==> src/inc/dsm_pkg.sv <==
// Constants, types and register map of the drive state sequencer.
package dsm_pkg;

   typedef enum logic [3:0] {
      ST_START    = 4'h1,
      ST_NOTREADY = 4'h2,
      ST_SWDIS    = 4'h3,
      ST_READY    = 4'h4,
      ST_SWON     = 4'h5,
      ST_OPER     = 4'h6,
      ST_QSTOP    = 4'h7,
      ST_FRA      = 4'h8,
      ST_FAULT    = 4'h9
   } dsm_state_e;

   localparam int         ADDR_W      = 4;
   localparam logic [3:0] REG_CMD     = 4'h0;
   localparam logic [3:0] REG_ACCESS  = 4'h4;
   localparam logic [3:0] REG_STATUS  = 4'h8;

   localparam int         CMD_LSB     = 0;
   localparam int         CH_LSB      = 4;
   localparam logic [2:0] CMD_SHUTDOWN  = 3'h1;
   localparam logic [2:0] CMD_SWITCH_ON = 3'h2;
   localparam logic [2:0] CMD_ENABLE_OP = 3'h3;
   localparam logic [2:0] CMD_DISABLE_OP = 3'h4;
   localparam logic [2:0] CMD_DIS_VOLT  = 3'h5;
   localparam logic [2:0] CMD_QSTOP     = 3'h6;
   localparam logic [2:0] CMD_FRESET    = 3'h7;
   localparam logic [1:0] CH_BUS      = 2'h0;
   localparam logic [1:0] CH_TOOL     = 2'h1;
   localparam logic [1:0] OWN_NONE    = 2'h0;
   localparam logic [1:0] OWN_BUS     = 2'h1;
   localparam logic [1:0] OWN_TOOL    = 2'h2;

   localparam int         LCI_ENABLE  = 0;
   localparam int         LCI_DISABLE = 1;
   localparam int         LCI_FRESET  = 2;
   localparam int         LCI_QSTOP   = 3;

   localparam int         ST_PWR_BIT  = 4;
   localparam int         ST_BRK_BIT  = 5;
   localparam int         ST_QS_BIT   = 6;
   localparam int         ST_HALT_BIT = 7;
   localparam int         ST_BLK_BIT  = 8;
   localparam int         ST_REJ_BIT  = 9;
   localparam int         ST_OWN_LSB  = 10;

   localparam dsm_state_e RST_STATE   = ST_START;
   localparam logic [1:0] RST_OWNER   = OWN_BUS;

   typedef struct packed {
      logic       safeOffInputA;
      logic       safeOffInputB;
      logic       halt;
      logic       positiveLimitSwitch;
      logic       negativeLimitSwitch;
      logic       refSwitch;
      logic       underVoltage;
      logic       errClass1;
      logic       errClass2;
      logic       errClass3;
      logic       errClass4;
      logic       errCause;
      logic       elecInitDone;
      logic       paramInitDone;
      logic       notReadyFail;
      logic       quickStopDone;
      logic [3:0] localConfigInputs;
   } dsm_pins_s;

endpackage

==> src/dsm_sync.sv <==
// Two-stage synchroniser for a bundle of asynchronous levels.
`timescale 1ns/1ns
module dsm_sync #(
   parameter int W = 1
) (
   input  wire logic         clk,
   input  wire logic         srst,
   input  wire logic [W-1:0] d,
   output logic      [W-1:0] q
);
   typedef struct packed {
      logic [W-1:0] stage1;
      logic [W-1:0] stage2;
   } dsm_sync_s;

   dsm_sync_s r;
   dsm_sync_s n;

   always_comb begin
      n        = r;
      n.stage1 = d;
      n.stage2 = r.stage1;
   end

   always_ff @(posedge clk) begin
      if (srst) begin
         r <= '0;
      end else begin
         r <= n;
      end
   end

   assign q = r.stage2;
endmodule // dsm_sync

==> src/dsm_access_ctrl.sv <==
// Drive operating-state sequencer with exclusive access arbitration.
//
// Chosen here: the Avalon-MM interface to the registers and the register offsets.
`timescale 1ns/1ns
module dsm_access_ctrl (
   input  wire logic                  clk,
   input  wire logic                  srst,
   input  wire logic [3:0]            avs_address,
   input  wire logic                  avs_read,
   input  wire logic                  avs_write,
   input  wire logic [31:0]           avs_writedata,
   output logic      [31:0]           avs_readdata,
   output logic                       avs_waitrequest,
   input  wire dsm_pkg::dsm_pins_s    pinsAsync,
   output logic      [3:0]            operState,
   output logic                       powerStageOn,
   output logic                       brakeRelease,
   output logic                       quickStopRun,
   output logic                       haltRun,
   output logic                       motionBlock,
   output logic                       rejectFlag
);
   localparam int PW = $bits(dsm_pkg::dsm_pins_s);

   typedef struct packed {
      dsm_pkg::dsm_state_e state;
      logic                hardErr;
      logic                viaBus;
      logic                stuck;
      logic [1:0]          owner;
      logic [3:0]          lciPrev;
      logic                waitReq;
      logic [31:0]         rdata;
      logic                pwr;
      logic                brk;
      logic                qs;
      logic                haltPulse;
      logic                blk;
      logic                rej;
   } dsm_ctrl_s;

   dsm_ctrl_s          r;
   dsm_ctrl_s          n;
   logic [PW-1:0]      pinsBits;
   dsm_pkg::dsm_pins_s p;

   dsm_sync #(.W(PW)) u_sync (
      .clk  (clk),
      .srst (srst),
      .d    (pinsAsync),
      .q    (pinsBits)
   );
   assign p = dsm_pkg::dsm_pins_s'(pinsBits);

   logic       wrAcc;
   logic       wrCmd;
   logic [2:0] cmdCode;
   logic [1:0] cmdCh;
   logic       cmdGo;
   logic       localOk;
   logic [3:0] lciRise;
   logic [3:0] lciReq;
   logic       stoHigh;
   logic       stoLow;
   logic       hardCause;
   logic       reqEnable;
   logic       reqDisable;
   logic       fReset;
   logic       qStop;
   logic       isCmd;

   // ----------------------------------------------------------------
   // Request decode
   // ----------------------------------------------------------------
   always_comb begin
      wrAcc   = avs_write && !r.waitReq;
      wrCmd   = wrAcc && avs_address == dsm_pkg::REG_CMD;
      cmdCode = avs_writedata[dsm_pkg::CMD_LSB +: 3];
      cmdCh   = avs_writedata[dsm_pkg::CH_LSB +: 2];
      // A channel is shut out while another holds the claim.
      cmdGo   = wrCmd && ((cmdCh == dsm_pkg::CH_BUS
                  && r.owner != dsm_pkg::OWN_TOOL)
                || (cmdCh == dsm_pkg::CH_TOOL
                  && r.owner != dsm_pkg::OWN_BUS));
      isCmd   = cmdGo;
      localOk = r.owner == dsm_pkg::OWN_NONE;
      lciRise = p.localConfigInputs & ~r.lciPrev;
      lciReq  = localOk ? lciRise : 4'h0;
      stoHigh = p.safeOffInputA && p.safeOffInputB;
      stoLow  = !p.safeOffInputA && !p.safeOffInputB;
      // Either source suffices for reset and quick stop; enable and disable come from local inputs only.
      reqEnable  = lciReq[dsm_pkg::LCI_ENABLE];
      reqDisable = lciReq[dsm_pkg::LCI_DISABLE];
      fReset     = lciReq[dsm_pkg::LCI_FRESET]
                   || (isCmd && cmdCode == dsm_pkg::CMD_FRESET);
      qStop      = lciReq[dsm_pkg::LCI_QSTOP]
                   || (isCmd && cmdCode == dsm_pkg::CMD_QSTOP);
      hardCause  = p.errClass3 || p.errClass4
                   || (stoLow && (r.state == dsm_pkg::ST_SWON
                   || r.state == dsm_pkg::ST_OPER
                   || r.state == dsm_pkg::ST_QSTOP));
   end

   // ----------------------------------------------------------------
   // Next state
   // ----------------------------------------------------------------
   always_comb begin
      n           = r;
      n.lciPrev   = p.localConfigInputs;
      n.haltPulse = 1'b0;
      n.waitReq   = !((avs_read || avs_write) && r.waitReq);
      if ((wrCmd && !cmdGo) || (lciRise != 4'h0 && !localOk)) begin
         n.rej = 1'b1;
      end else if (wrAcc && avs_address == dsm_pkg::REG_STATUS
                   && avs_writedata[dsm_pkg::ST_REJ_BIT]) begin
         n.rej = 1'b0;
      end
      if (wrAcc && avs_address == dsm_pkg::REG_ACCESS) begin
         n.owner = avs_writedata[1:0];
      end
      if (p.notReadyFail && (r.state == dsm_pkg::ST_START
          || r.state == dsm_pkg::ST_NOTREADY)) begin
         n.stuck = 1'b1;
      end

      // Class 2 to 4 errors are looked at before any command.
      if (r.state != dsm_pkg::ST_START && r.state != dsm_pkg::ST_NOTREADY
          && r.state != dsm_pkg::ST_FAULT && r.state != dsm_pkg::ST_FRA
          && (hardCause || p.errClass2)) begin
         n.state   = dsm_pkg::ST_FRA;
         n.hardErr = hardCause;
      end else begin
         case (r.state)
            dsm_pkg::ST_START: begin
               if (p.elecInitDone) n.state = dsm_pkg::ST_NOTREADY;
            end
            dsm_pkg::ST_NOTREADY: begin
               if (p.paramInitDone && !p.notReadyFail && !r.stuck) begin
                  n.state = dsm_pkg::ST_SWDIS;
               end
            end
            dsm_pkg::ST_SWDIS: begin
               if ((!p.underVoltage && stoHigh)
                   || (isCmd && cmdCode == dsm_pkg::CMD_SHUTDOWN)) begin
                  n.state = dsm_pkg::ST_READY;
               end
            end
            dsm_pkg::ST_READY: begin
               if (p.underVoltage || stoLow
                   || (isCmd && cmdCode == dsm_pkg::CMD_DIS_VOLT)) begin
                  n.state = dsm_pkg::ST_SWDIS;
               end else if (isCmd && cmdCode == dsm_pkg::CMD_SWITCH_ON) begin
                  n.state  = dsm_pkg::ST_SWON;
                  n.viaBus = 1'b1;
               end else if (reqEnable) begin
                  n.state  = dsm_pkg::ST_SWON;
                  n.viaBus = 1'b0;
               end
            end
            dsm_pkg::ST_SWON: begin
               if (reqDisable
                   || (isCmd && cmdCode == dsm_pkg::CMD_DIS_VOLT)) begin
                  n.state = dsm_pkg::ST_SWDIS;
               end else if (isCmd && cmdCode == dsm_pkg::CMD_SHUTDOWN) begin
                  n.state = dsm_pkg::ST_READY;
               end else if (!r.viaBus
                   || (isCmd && cmdCode == dsm_pkg::CMD_ENABLE_OP)) begin
                  n.state = dsm_pkg::ST_OPER;
               end
            end
            dsm_pkg::ST_OPER: begin
               if (reqDisable
                   || (isCmd && cmdCode == dsm_pkg::CMD_DIS_VOLT)) begin
                  n.state = dsm_pkg::ST_SWDIS;
               end else if (isCmd && cmdCode == dsm_pkg::CMD_SHUTDOWN) begin
                  n.state = dsm_pkg::ST_READY;
               end else if (p.errClass1 || qStop) begin
                  n.state = dsm_pkg::ST_QSTOP;
               end else if (isCmd && cmdCode == dsm_pkg::CMD_DISABLE_OP) begin
                  n.state     = dsm_pkg::ST_SWON;
                  n.haltPulse = 1'b1;
                  n.viaBus    = 1'b1;
               end
            end
            dsm_pkg::ST_QSTOP: begin
               if (reqDisable
                   || (isCmd && cmdCode == dsm_pkg::CMD_DIS_VOLT)) begin
                  n.state = dsm_pkg::ST_SWDIS;
               end else if (fReset
                   || (isCmd && cmdCode == dsm_pkg::CMD_ENABLE_OP)) begin
                  n.state = dsm_pkg::ST_OPER;
               end
            end
            dsm_pkg::ST_FRA: begin
               if (r.hardErr || p.quickStopDone) begin
                  n.state = dsm_pkg::ST_FAULT;
               end
            end
            dsm_pkg::ST_FAULT: begin
               if (fReset && !p.errCause) begin
                  n.state   = dsm_pkg::ST_SWDIS;
                  n.hardErr = 1'b0;
               end
            end
            default: n.state = dsm_pkg::ST_START;
         endcase
      end

      // Power stage drops at once on a hard fault; brake held otherwise.
      n.pwr = n.state == dsm_pkg::ST_OPER || n.state == dsm_pkg::ST_QSTOP
              || (n.state == dsm_pkg::ST_FRA && !n.hardErr);
      n.brk = n.state == dsm_pkg::ST_OPER;
      n.qs  = n.state == dsm_pkg::ST_QSTOP
              || (n.state == dsm_pkg::ST_FRA && !n.hardErr);
      n.blk = p.halt || p.positiveLimitSwitch
              || p.negativeLimitSwitch;

      if (avs_read && r.waitReq) begin
         n.rdata = 32'h0;
         case (avs_address)
            dsm_pkg::REG_ACCESS: n.rdata[1:0] = r.owner;
            dsm_pkg::REG_STATUS: begin
               n.rdata[3:0] = r.state;
               n.rdata[dsm_pkg::ST_PWR_BIT]  = r.pwr;
               n.rdata[dsm_pkg::ST_BRK_BIT]  = r.brk;
               n.rdata[dsm_pkg::ST_QS_BIT]   = r.qs;
               n.rdata[dsm_pkg::ST_HALT_BIT] = p.halt;
               n.rdata[dsm_pkg::ST_BLK_BIT]  = p.refSwitch;
               n.rdata[dsm_pkg::ST_REJ_BIT]  = r.rej;
               n.rdata[dsm_pkg::ST_OWN_LSB +: 2] = r.owner;
            end
            default: n.rdata = 32'h0;
         endcase
      end
   end

   always_ff @(posedge clk) begin
      if (srst) begin
         r         <= '0;
         r.state   <= dsm_pkg::RST_STATE;
         r.owner   <= dsm_pkg::RST_OWNER;
         r.waitReq <= 1'b1;
      end else begin
         r <= n;
      end
   end

   assign avs_readdata    = r.rdata;
   assign avs_waitrequest = r.waitReq;
   assign operState       = r.state;
   assign powerStageOn    = r.pwr;
   assign brakeRelease    = r.brk;
   assign quickStopRun    = r.qs;
   assign haltRun         = r.haltPulse;
   assign motionBlock     = r.blk;
   assign rejectFlag      = r.rej;
endmodule // dsm_access_ctrl

==> config.mk <==
export PLATFORM = sky130hd
export DESIGN_NAME = dsm_access_ctrl
export DESIGN_NICKNAME = d
export VERILOG_FILES = /design/src/inc/dsm_pkg.sv /design/src/dsm_sync.sv /design/src/dsm_access_ctrl.sv
export SDC_FILE = /design/constraint.sdc
export NUM_CORES = 1
export LEC_CHECK = 0
export BUFFER_PORTS_ARGS = -buffer_cell sky130_fd_sc_hd__buf_2
export CAP_MARGIN = 20
export CORE_MARGIN = 2
export CORE_UTILIZATION = 45
export CTS_CLUSTER_SIZE = 14
export DETAILED_ROUTE_END_ITERATION = 7
export GPL_TIMING_DRIVEN = 0
export HOLD_SLACK_MARGIN = 0.05
export PLACE_DENSITY = 0.75
export SYNTH_ARGS = -nofsm -noshare
export SYNTH_HDL_FRONTEND = slang
export SYNTH_SLANG_ARGS = --single-unit
export TNS_END_PERCENT = 100
==> constraint.sdc <==
create_clock -name clk -period 1.9 [get_ports clk]
set_input_delay 0.095 -clock clk [delete_from_list [all_inputs] [get_ports clk]]
set_output_delay 0.095 -clock clk [all_outputs]
set_load 0.02 [all_outputs]
---- Word level (Yosys, flattened, before mapping) ----
Index checks and enable logic that the tools add are counted.
word-level totals
  latch bits .............................. 0
  memories kept ........................... 0
  output and inout port bits .............. 43
  ROM bits ................................ 0
  bits in registers ....................... 72
  bits in writable memories ............... 0
operators by class
  bitwise operators ....................... 4
  $add $sub $neg .......................... 0
  $mul .................................... 0
  reduce and logical (&&, ||, !) cells .... 76
  order comparisons ....................... 0
  div/mod/pow operators ................... 0
  shift operators ......................... 0
  equal/unequal tests ..................... 34
  muxes and demuxes ....................... 34
operators by type and width
  operator            number
  $mux 4              17
  $pmux 4 s9          1
  $logic_and 1x1->1   32
  $eq 4x3->1 const B  7
  $logic_or 1x1->1    24
  $eq 4x4->1 const B  4
  $eq 3x3->1 const B  4
  $logic_not 1->1     12
  $mux 1              11
  $mux 10             1
  $mux 5              2
  $ne 2x2->1 const B  5
  $eq 4x2->1 const B  2
  $ne 4x4->1 const B  2
  $reduce_and 8->1    1
  $eq 3x2->1 const B  2
  $reduce_or 6->1     1
  $and 4x4->4         1
  $eq 4x1->1 const B  1
  $logic_not 2->1     2
  $logic_not 4->1     1
  $ne 2x1->1 const B  2
  $ne 4x1->1 const B  1
  $ne 4x2->1 const B  1
  other kinds (9)     11

---- Depth between registers and ports, before layout ----
  depth after elaboration ................. 15
  gate-level depth with buffers ........... 9
  mapped depth without buffers ............ 8

---- Modules after synthesis ----
From an unflattened synthesis, not the netlist that was laid out.
unflattened totals
  cells, all modules ...................... 345
  area, all modules ....................... 3256.9 sq um
modules (own cells, without submodules)
  module           times used  cells each  area an instance (sq um)  seq. area each (sq um)
  dsm_access_ctrl  1           261         2100.8                    640.6
  dsm_sync         1           84          1156.1                    800.8

---- Worst setup path before layout ----
OpenSTA, ideal clock, no wires.
  kind .................................... reg-to-reg
  from .................................... register r, in the netlist avs_waitrequest
  to ...................................... register r, in the netlist powerStageOn
  path buffers ............................ 1
  cell stages (with the launch flop) ...... 10
  data arrival time ....................... 2098 ps
  slack ................................... -269 ps
  cells stage by stage .................... dfxtp_1 nor4b_4 and2_1 buf_6 and3_4 nor2_1 o311a_1 nor4_2 o21ai_1 a21oi_1
between the ends
  word-level cells in the longest chain between the ends .. 15
  elaborated cells between the ends (all ways) .. 43
  those cells by class .................... eq/ne (3); mux (16); reduce/logical (24)
ends and longest elaborated chain
  item                                                          line                                            text
  from (decl)                                                   dsm_access_ctrl.sv:42                           dsm_ctrl_s r;
  from (signal assigned)                                        dsm_access_ctrl.sv:244                          r <= n;
  $logic_not 1->1 (*)                                           dsm_access_ctrl.sv:76                           wrAcc = avs_write && !r.waitReq;
  $logic_and 1x1->1 (*)                                         dsm_access_ctrl.sv:76
  $logic_and 1x1->1 (*)                                         dsm_access_ctrl.sv:77                           wrCmd = wrAcc && avs_address == dsm_pkg::REG_CMD;
  $logic_and 1x1->1 (*)                                         dsm_access_ctrl.sv:81                           cmdGo = wrCmd && ((cmdCh == dsm_pkg::CH_BUS
  $logic_and 1x1->1                                             dsm_access_ctrl.sv:97                           || (isCmd && cmdCode == dsm_pkg::CMD_QSTOP);
  $logic_or 1x1->1                                              dsm_access_ctrl.sv:97
  $logic_or 1x1->1                                              dsm_access_ctrl.sv:177                          end else if (p.errClass1 || qStop) begin
  $mux 4                                                        dsm_access_ctrl.sv:177
  $mux 4                                                        dsm_access_ctrl.sv:175                          end else if (isCmd && cmdCode == dsm_pkg::CMD_SHUTDOWN) begin
  $mux 4                                                        dsm_access_ctrl.sv:172                          if (reqDisable
  $pmux 4 s9                                                    dsm_access_ctrl.sv:133                          case (r.state)
  $mux 5 (*)                                                    dsm_access_ctrl.sv:127                          if (r.state != dsm_pkg::ST_START && r.state != dsm_pkg::ST_NOTREADY
  $eq 4x3->1 / $eq 4x4->1 (equally long branches)               dsm_access_ctrl.sv:210, dsm_access_ctrl.sv:211
  $logic_or 1x1->1 / $logic_and 1x1->1 (equally long branches)  dsm_access_ctrl.sv:210, dsm_access_ctrl.sv:211
  $logic_or 1x1->1 (*)                                          dsm_access_ctrl.sv:211                          || (n.state == dsm_pkg::ST_FRA && !n.hardErr);
Every way passes the cells marked *; elsewhere a longest branch is shown, timed or not.
A chain may end at the register's enable or synchronous reset.

---- Worst setup path in the final report ----
  from .................................... register r[43] in the netlist's numbering
  to ...................................... register r, in the netlist powerStageOn
between the ends
  word-level cells in the longest chain between the ends .. 15
  elaborated cells between the ends (all ways) .. 48
  those cells by class .................... eq/ne (5); mux (18); reduce/logical (25)
ends and longest elaborated chain
  item                                                          line                                            text
  $ne 2x2->1 / $ne 2x1->1 (equally long branches)               dsm_access_ctrl.sv:82, dsm_access_ctrl.sv:84
  $logic_and 1x1->1 (on tied branches)                          dsm_access_ctrl.sv:82, dsm_access_ctrl.sv:84
  $logic_or 1x1->1                                              dsm_access_ctrl.sv:83                           || (cmdCh == dsm_pkg::CH_TOOL
  $logic_and 1x1->1                                             dsm_access_ctrl.sv:81
  $logic_and 1x1->1                                             dsm_access_ctrl.sv:97
  $logic_or 1x1->1                                              dsm_access_ctrl.sv:97
  $logic_or 1x1->1                                              dsm_access_ctrl.sv:177
  $mux 4                                                        dsm_access_ctrl.sv:177
  $mux 4                                                        dsm_access_ctrl.sv:175
  $mux 4                                                        dsm_access_ctrl.sv:172
  $pmux 4 s9                                                    dsm_access_ctrl.sv:133
  $mux 5 (*)                                                    dsm_access_ctrl.sv:127
  $eq 4x3->1 / $eq 4x4->1 (equally long branches)               dsm_access_ctrl.sv:210, dsm_access_ctrl.sv:211
  $logic_or 1x1->1 / $logic_and 1x1->1 (equally long branches)  dsm_access_ctrl.sv:210, dsm_access_ctrl.sv:211
  $logic_or 1x1->1 (*)                                          dsm_access_ctrl.sv:211
Marked as above.

==> summary.txt <==
Floorplanning
  – Initial Utilization: 46.03%
  – Row count: 31
  – CORE AREA: 7176 µm²
  – Die Y: 89.68 µm
  – Die ar.: 8042 µm²
  – Die width: 89.68 µm
  – I/O Pins: 103

Global routing
  – Global route total overflow: 0
  – Antenna violations before repair: 0
  – Global-route wire length before repair: 12310 µm
  – Pin count of the biggest net entering global routing: 14
  – Total track usage: 20.26%
  – Vias in the first global route: 2671

Worst setup path
  – CP delay by family, top: compound AO/OA/AOI/OAI gates
  – FF-to-FF Start: r[43]
  – CP Cell Sequence: buf_6 > nor4b_4 > nor3_2 > a21oi_2 > a21oi_2 > o311a_1 > nor4_2 > o21ai_1 > a21oi_1
  – WP data arrival: 2.45 ns
  – CP Capture Type: flop
  – Kind of start point of the critical path: flop
  – Worst-path maximum fanout: 7
  – Worst path most repeated cell: a21oi_2
  – Critical Path RT: 2.18 ns
  – Reg2Reg Depth: 9
  – Slowest-stage cell, CP: dfxtp_4
  – WS Path Type: flop to flop
  – Buf+Inv Stages, Crit Path: 1
  – Worst r2r dst: powerStageOn
  – CP max stage delay: 0.39 ns
  – Register-to-register setup slack: -0.27 ns

Placed design
  – Placed insts: 533
  – Port bufs: 54
  – Place WS: -0.3861 ns
  – Placer's final routability congestion estimate: 0.9248
  – Dpl hpwl: 5356 µm

Yosys
  – Ys flop type: dfxtp_1
  – Synth async-reset ratio: 0%
  – Synth Instances: 361
  – Post-synth top area share: 43.64%
  – Cells taking the most area after synthesis: dfxtp_1 44%, nor2b_1 10%, buf_4 8.2%
  – Syn Std Cell Area: 3303 µm²
  – Syn Area/Cell: 9.150 µm²
  – Most frequent cell after synthesis: dfxtp_1
  – Synth warnings: 0
  – Seq/Total Area, Yosys: 43.64%
  – Yosys top cell by area: dfxtp_1
  – #FFs+latches synth: 72
  – Post-synth EDFFs: 0
  – Synth cell types: 70
  – Commonest cells post-synth: 72 x dfxtp_1, 53 x nor2b_1, 36 x buf_4

Clock tree
  – Htree depth: 3
  – Clock slew seen by the registers of the worst setup and hold paths: 0.08 ns
  – CTS tree: done
  – Worst skew pair latency: 0.35 ns
  – Clock tree buffer depth: 2
  – CTS buffer count: 9
  – CTS Root Cell: clkbuf_8
  – Sink Count: 72

Drt
  – Met2 WL post-DR: 3818 µm
  – DRC: 0
  – Antenna-violating nets left: 0
  – Met3 WL post-DR: 510 µm
  – DR WL/cell: 13.37 µm
  – Initial DRC Count: 144
  – Routed vias: 2916
  – Top sig layer: met4
  – M1 WL: 3345 µm
  – Final WL: 7943 µm
  – Via density: 4.909
  – First-pass iteration count of the detailed router: 4

Cells and area
  – Fraction of layout cells with a size suffix above 1: 36.77%
  – Antenna diode count: 0
  – Area Overhead vs Synth: 39.02%
  – Fin util: 63.99%
  – Layout Cells excl Fill: 594
  – Final net count: 550

Worst hold path
  – Hold Crit Depth: 3
  – Hold Startpoint: avs_writedata[1]
  – Hold EP: r[44]
  – Min-Delay Path Class: input port to flop

Timing
  – Final Skew: 0.008443 ns
  – Final worst-path cycle share: 114.3%
  – Fin. Hold Viols: 0
  – Slew @ Worst Pin: 0.5863 ns
  – Final Critical Period: 2.172 ns
  – Worst Slack Setup Final: -0.2720 ns
  – RSZ-0062 raised after global routing: true
  – Setup-failing EPs final: 8
  – Max Fclk: 0.4604 GHz
  – Slew headroom: 60.91%
  – Max-slew violation count: 0

Status
  – Violated checks: setup timing
  – Status: complete, but fails checks

Power
  – PwrDens: 788.1 nW/µm²
  – Worst VDD drop: 609.0 µV
  – Leakage: 2.007 nW
  – Total Power: 3.619 mW

Run
  – Max_cap viols: 0
state kept, by name, indices dropped and copies added (netlist names), 4 cells and up:
name / count
avs_readdata: 12
operState: 4
r: 9
u_sync.n: 20
u_sync.q: 20
power breakdown:
part	internal, mW	switching, mW
registers	1.58	0.0559
clock network	0.741	0.582
logic	0.304	0.356
total	2.62	0.994
area by class of cell:
type                            instances  area, µm²
Multi-Input combinational cell        249       1727
Sequential cell                        72       1454
Buffer                                 53      360.3
Inverter                                4      15.01
Timing Repair Buffer                  101      693.2
Fill cell                             630       2584
Tap cell                               99      123.9
Clock buffer                            9      123.9
Clock inverter                          7      95.09
what timing repair did:
item | CTS | global route
endpoints found under the setup margin | 8 | 8
hold endpoints to repair | 21 | 0
cloned | 0 | 0
pin swaps | 23 | 22
resized for setup | 21 | 18
hold buffers | 22 | 0
buffers inserted | 21 | 5
tightest hold or removal path, cell delays in order:
cell,delay (ns)
buf_2,0.16
nand3_1,0.09
a21oi_1,0.06
kinds of logic (layout without fill, tap and decap cells):
family,after synthesis,in the layout,synth area share (%)
other,1,20,0.1135
multiplexers,2,2,0.6439
buffers and inverters,59,174,11.86
XOR/XNOR,2,2,0.5304
AND/OR/NAND/NOR,167,167,29.77
AO/OA/AOI/OAI,58,58,13.45
flip-flops,72,72,43.64
layout by cell type, fill, tap and decap left out, types with 3 or more instances in the layout:
cell,synthesis,routed
dfxtp_1,72,68
buf_4,36,58
buf_2,2,56
nor2b_1,53,53
nor2_1,25,25
dlygate4sd3_1,0,22
nand2_1,23,21
conb_1,1,20
nand3_1,15,15
a21oi_1,16,14
clkbuf_8,1,10
nor3_1,11,9
clkbuf_1,11,8
a31oi_1,6,6
nand4_1,6,6
buf_6,3,5
inv_1,4,4
o41ai_4,0,3
and2_1,4,3
o21ai_1,1,3
nor4_1,3,3
a22o_1,3,3
dfxtp_4,0,3
through the flow:
step           instance area, µm²  TNS (ns)  hold WS [ns]
2_1_floorplan                3402   -0.3396        0.2001
6_report                     4592    -1.184        0.1008
4_1_cts                      4501    -1.314       0.08474
3_5_place_dp                 3796    -2.034        0.3066
5_1_grt                      4592    -1.900        0.1173
3_3_place_gp                 3796    -2.009        0.3058
metal layers:
layer / global-route usage [%] / vias to the layer above
met1: 23.95 / 1332
met2: 35.23 / 102
met5: 0 / -
li1: - / 1460
met3: 3.382 / 22
met4: 10.31 / 0
worst max-delay path by stage:
stage                          startpoint            to  slack (ns)  depth (start not counted)
after global routing                r[43]  quickStopRun       -0.38                          9
after floorplan           avs_waitrequest  powerStageOn       -0.13                          9
after CTS                           r[44]  quickStopRun       -0.26                          9
final                               r[43]  powerStageOn       -0.27                          9
after detailed placement     operState[2]  powerStageOn       -0.39                          8
after global placement              r[44]  powerStageOn       -0.39                          9
Note: power is estimated with default switching activity, not from simulation.
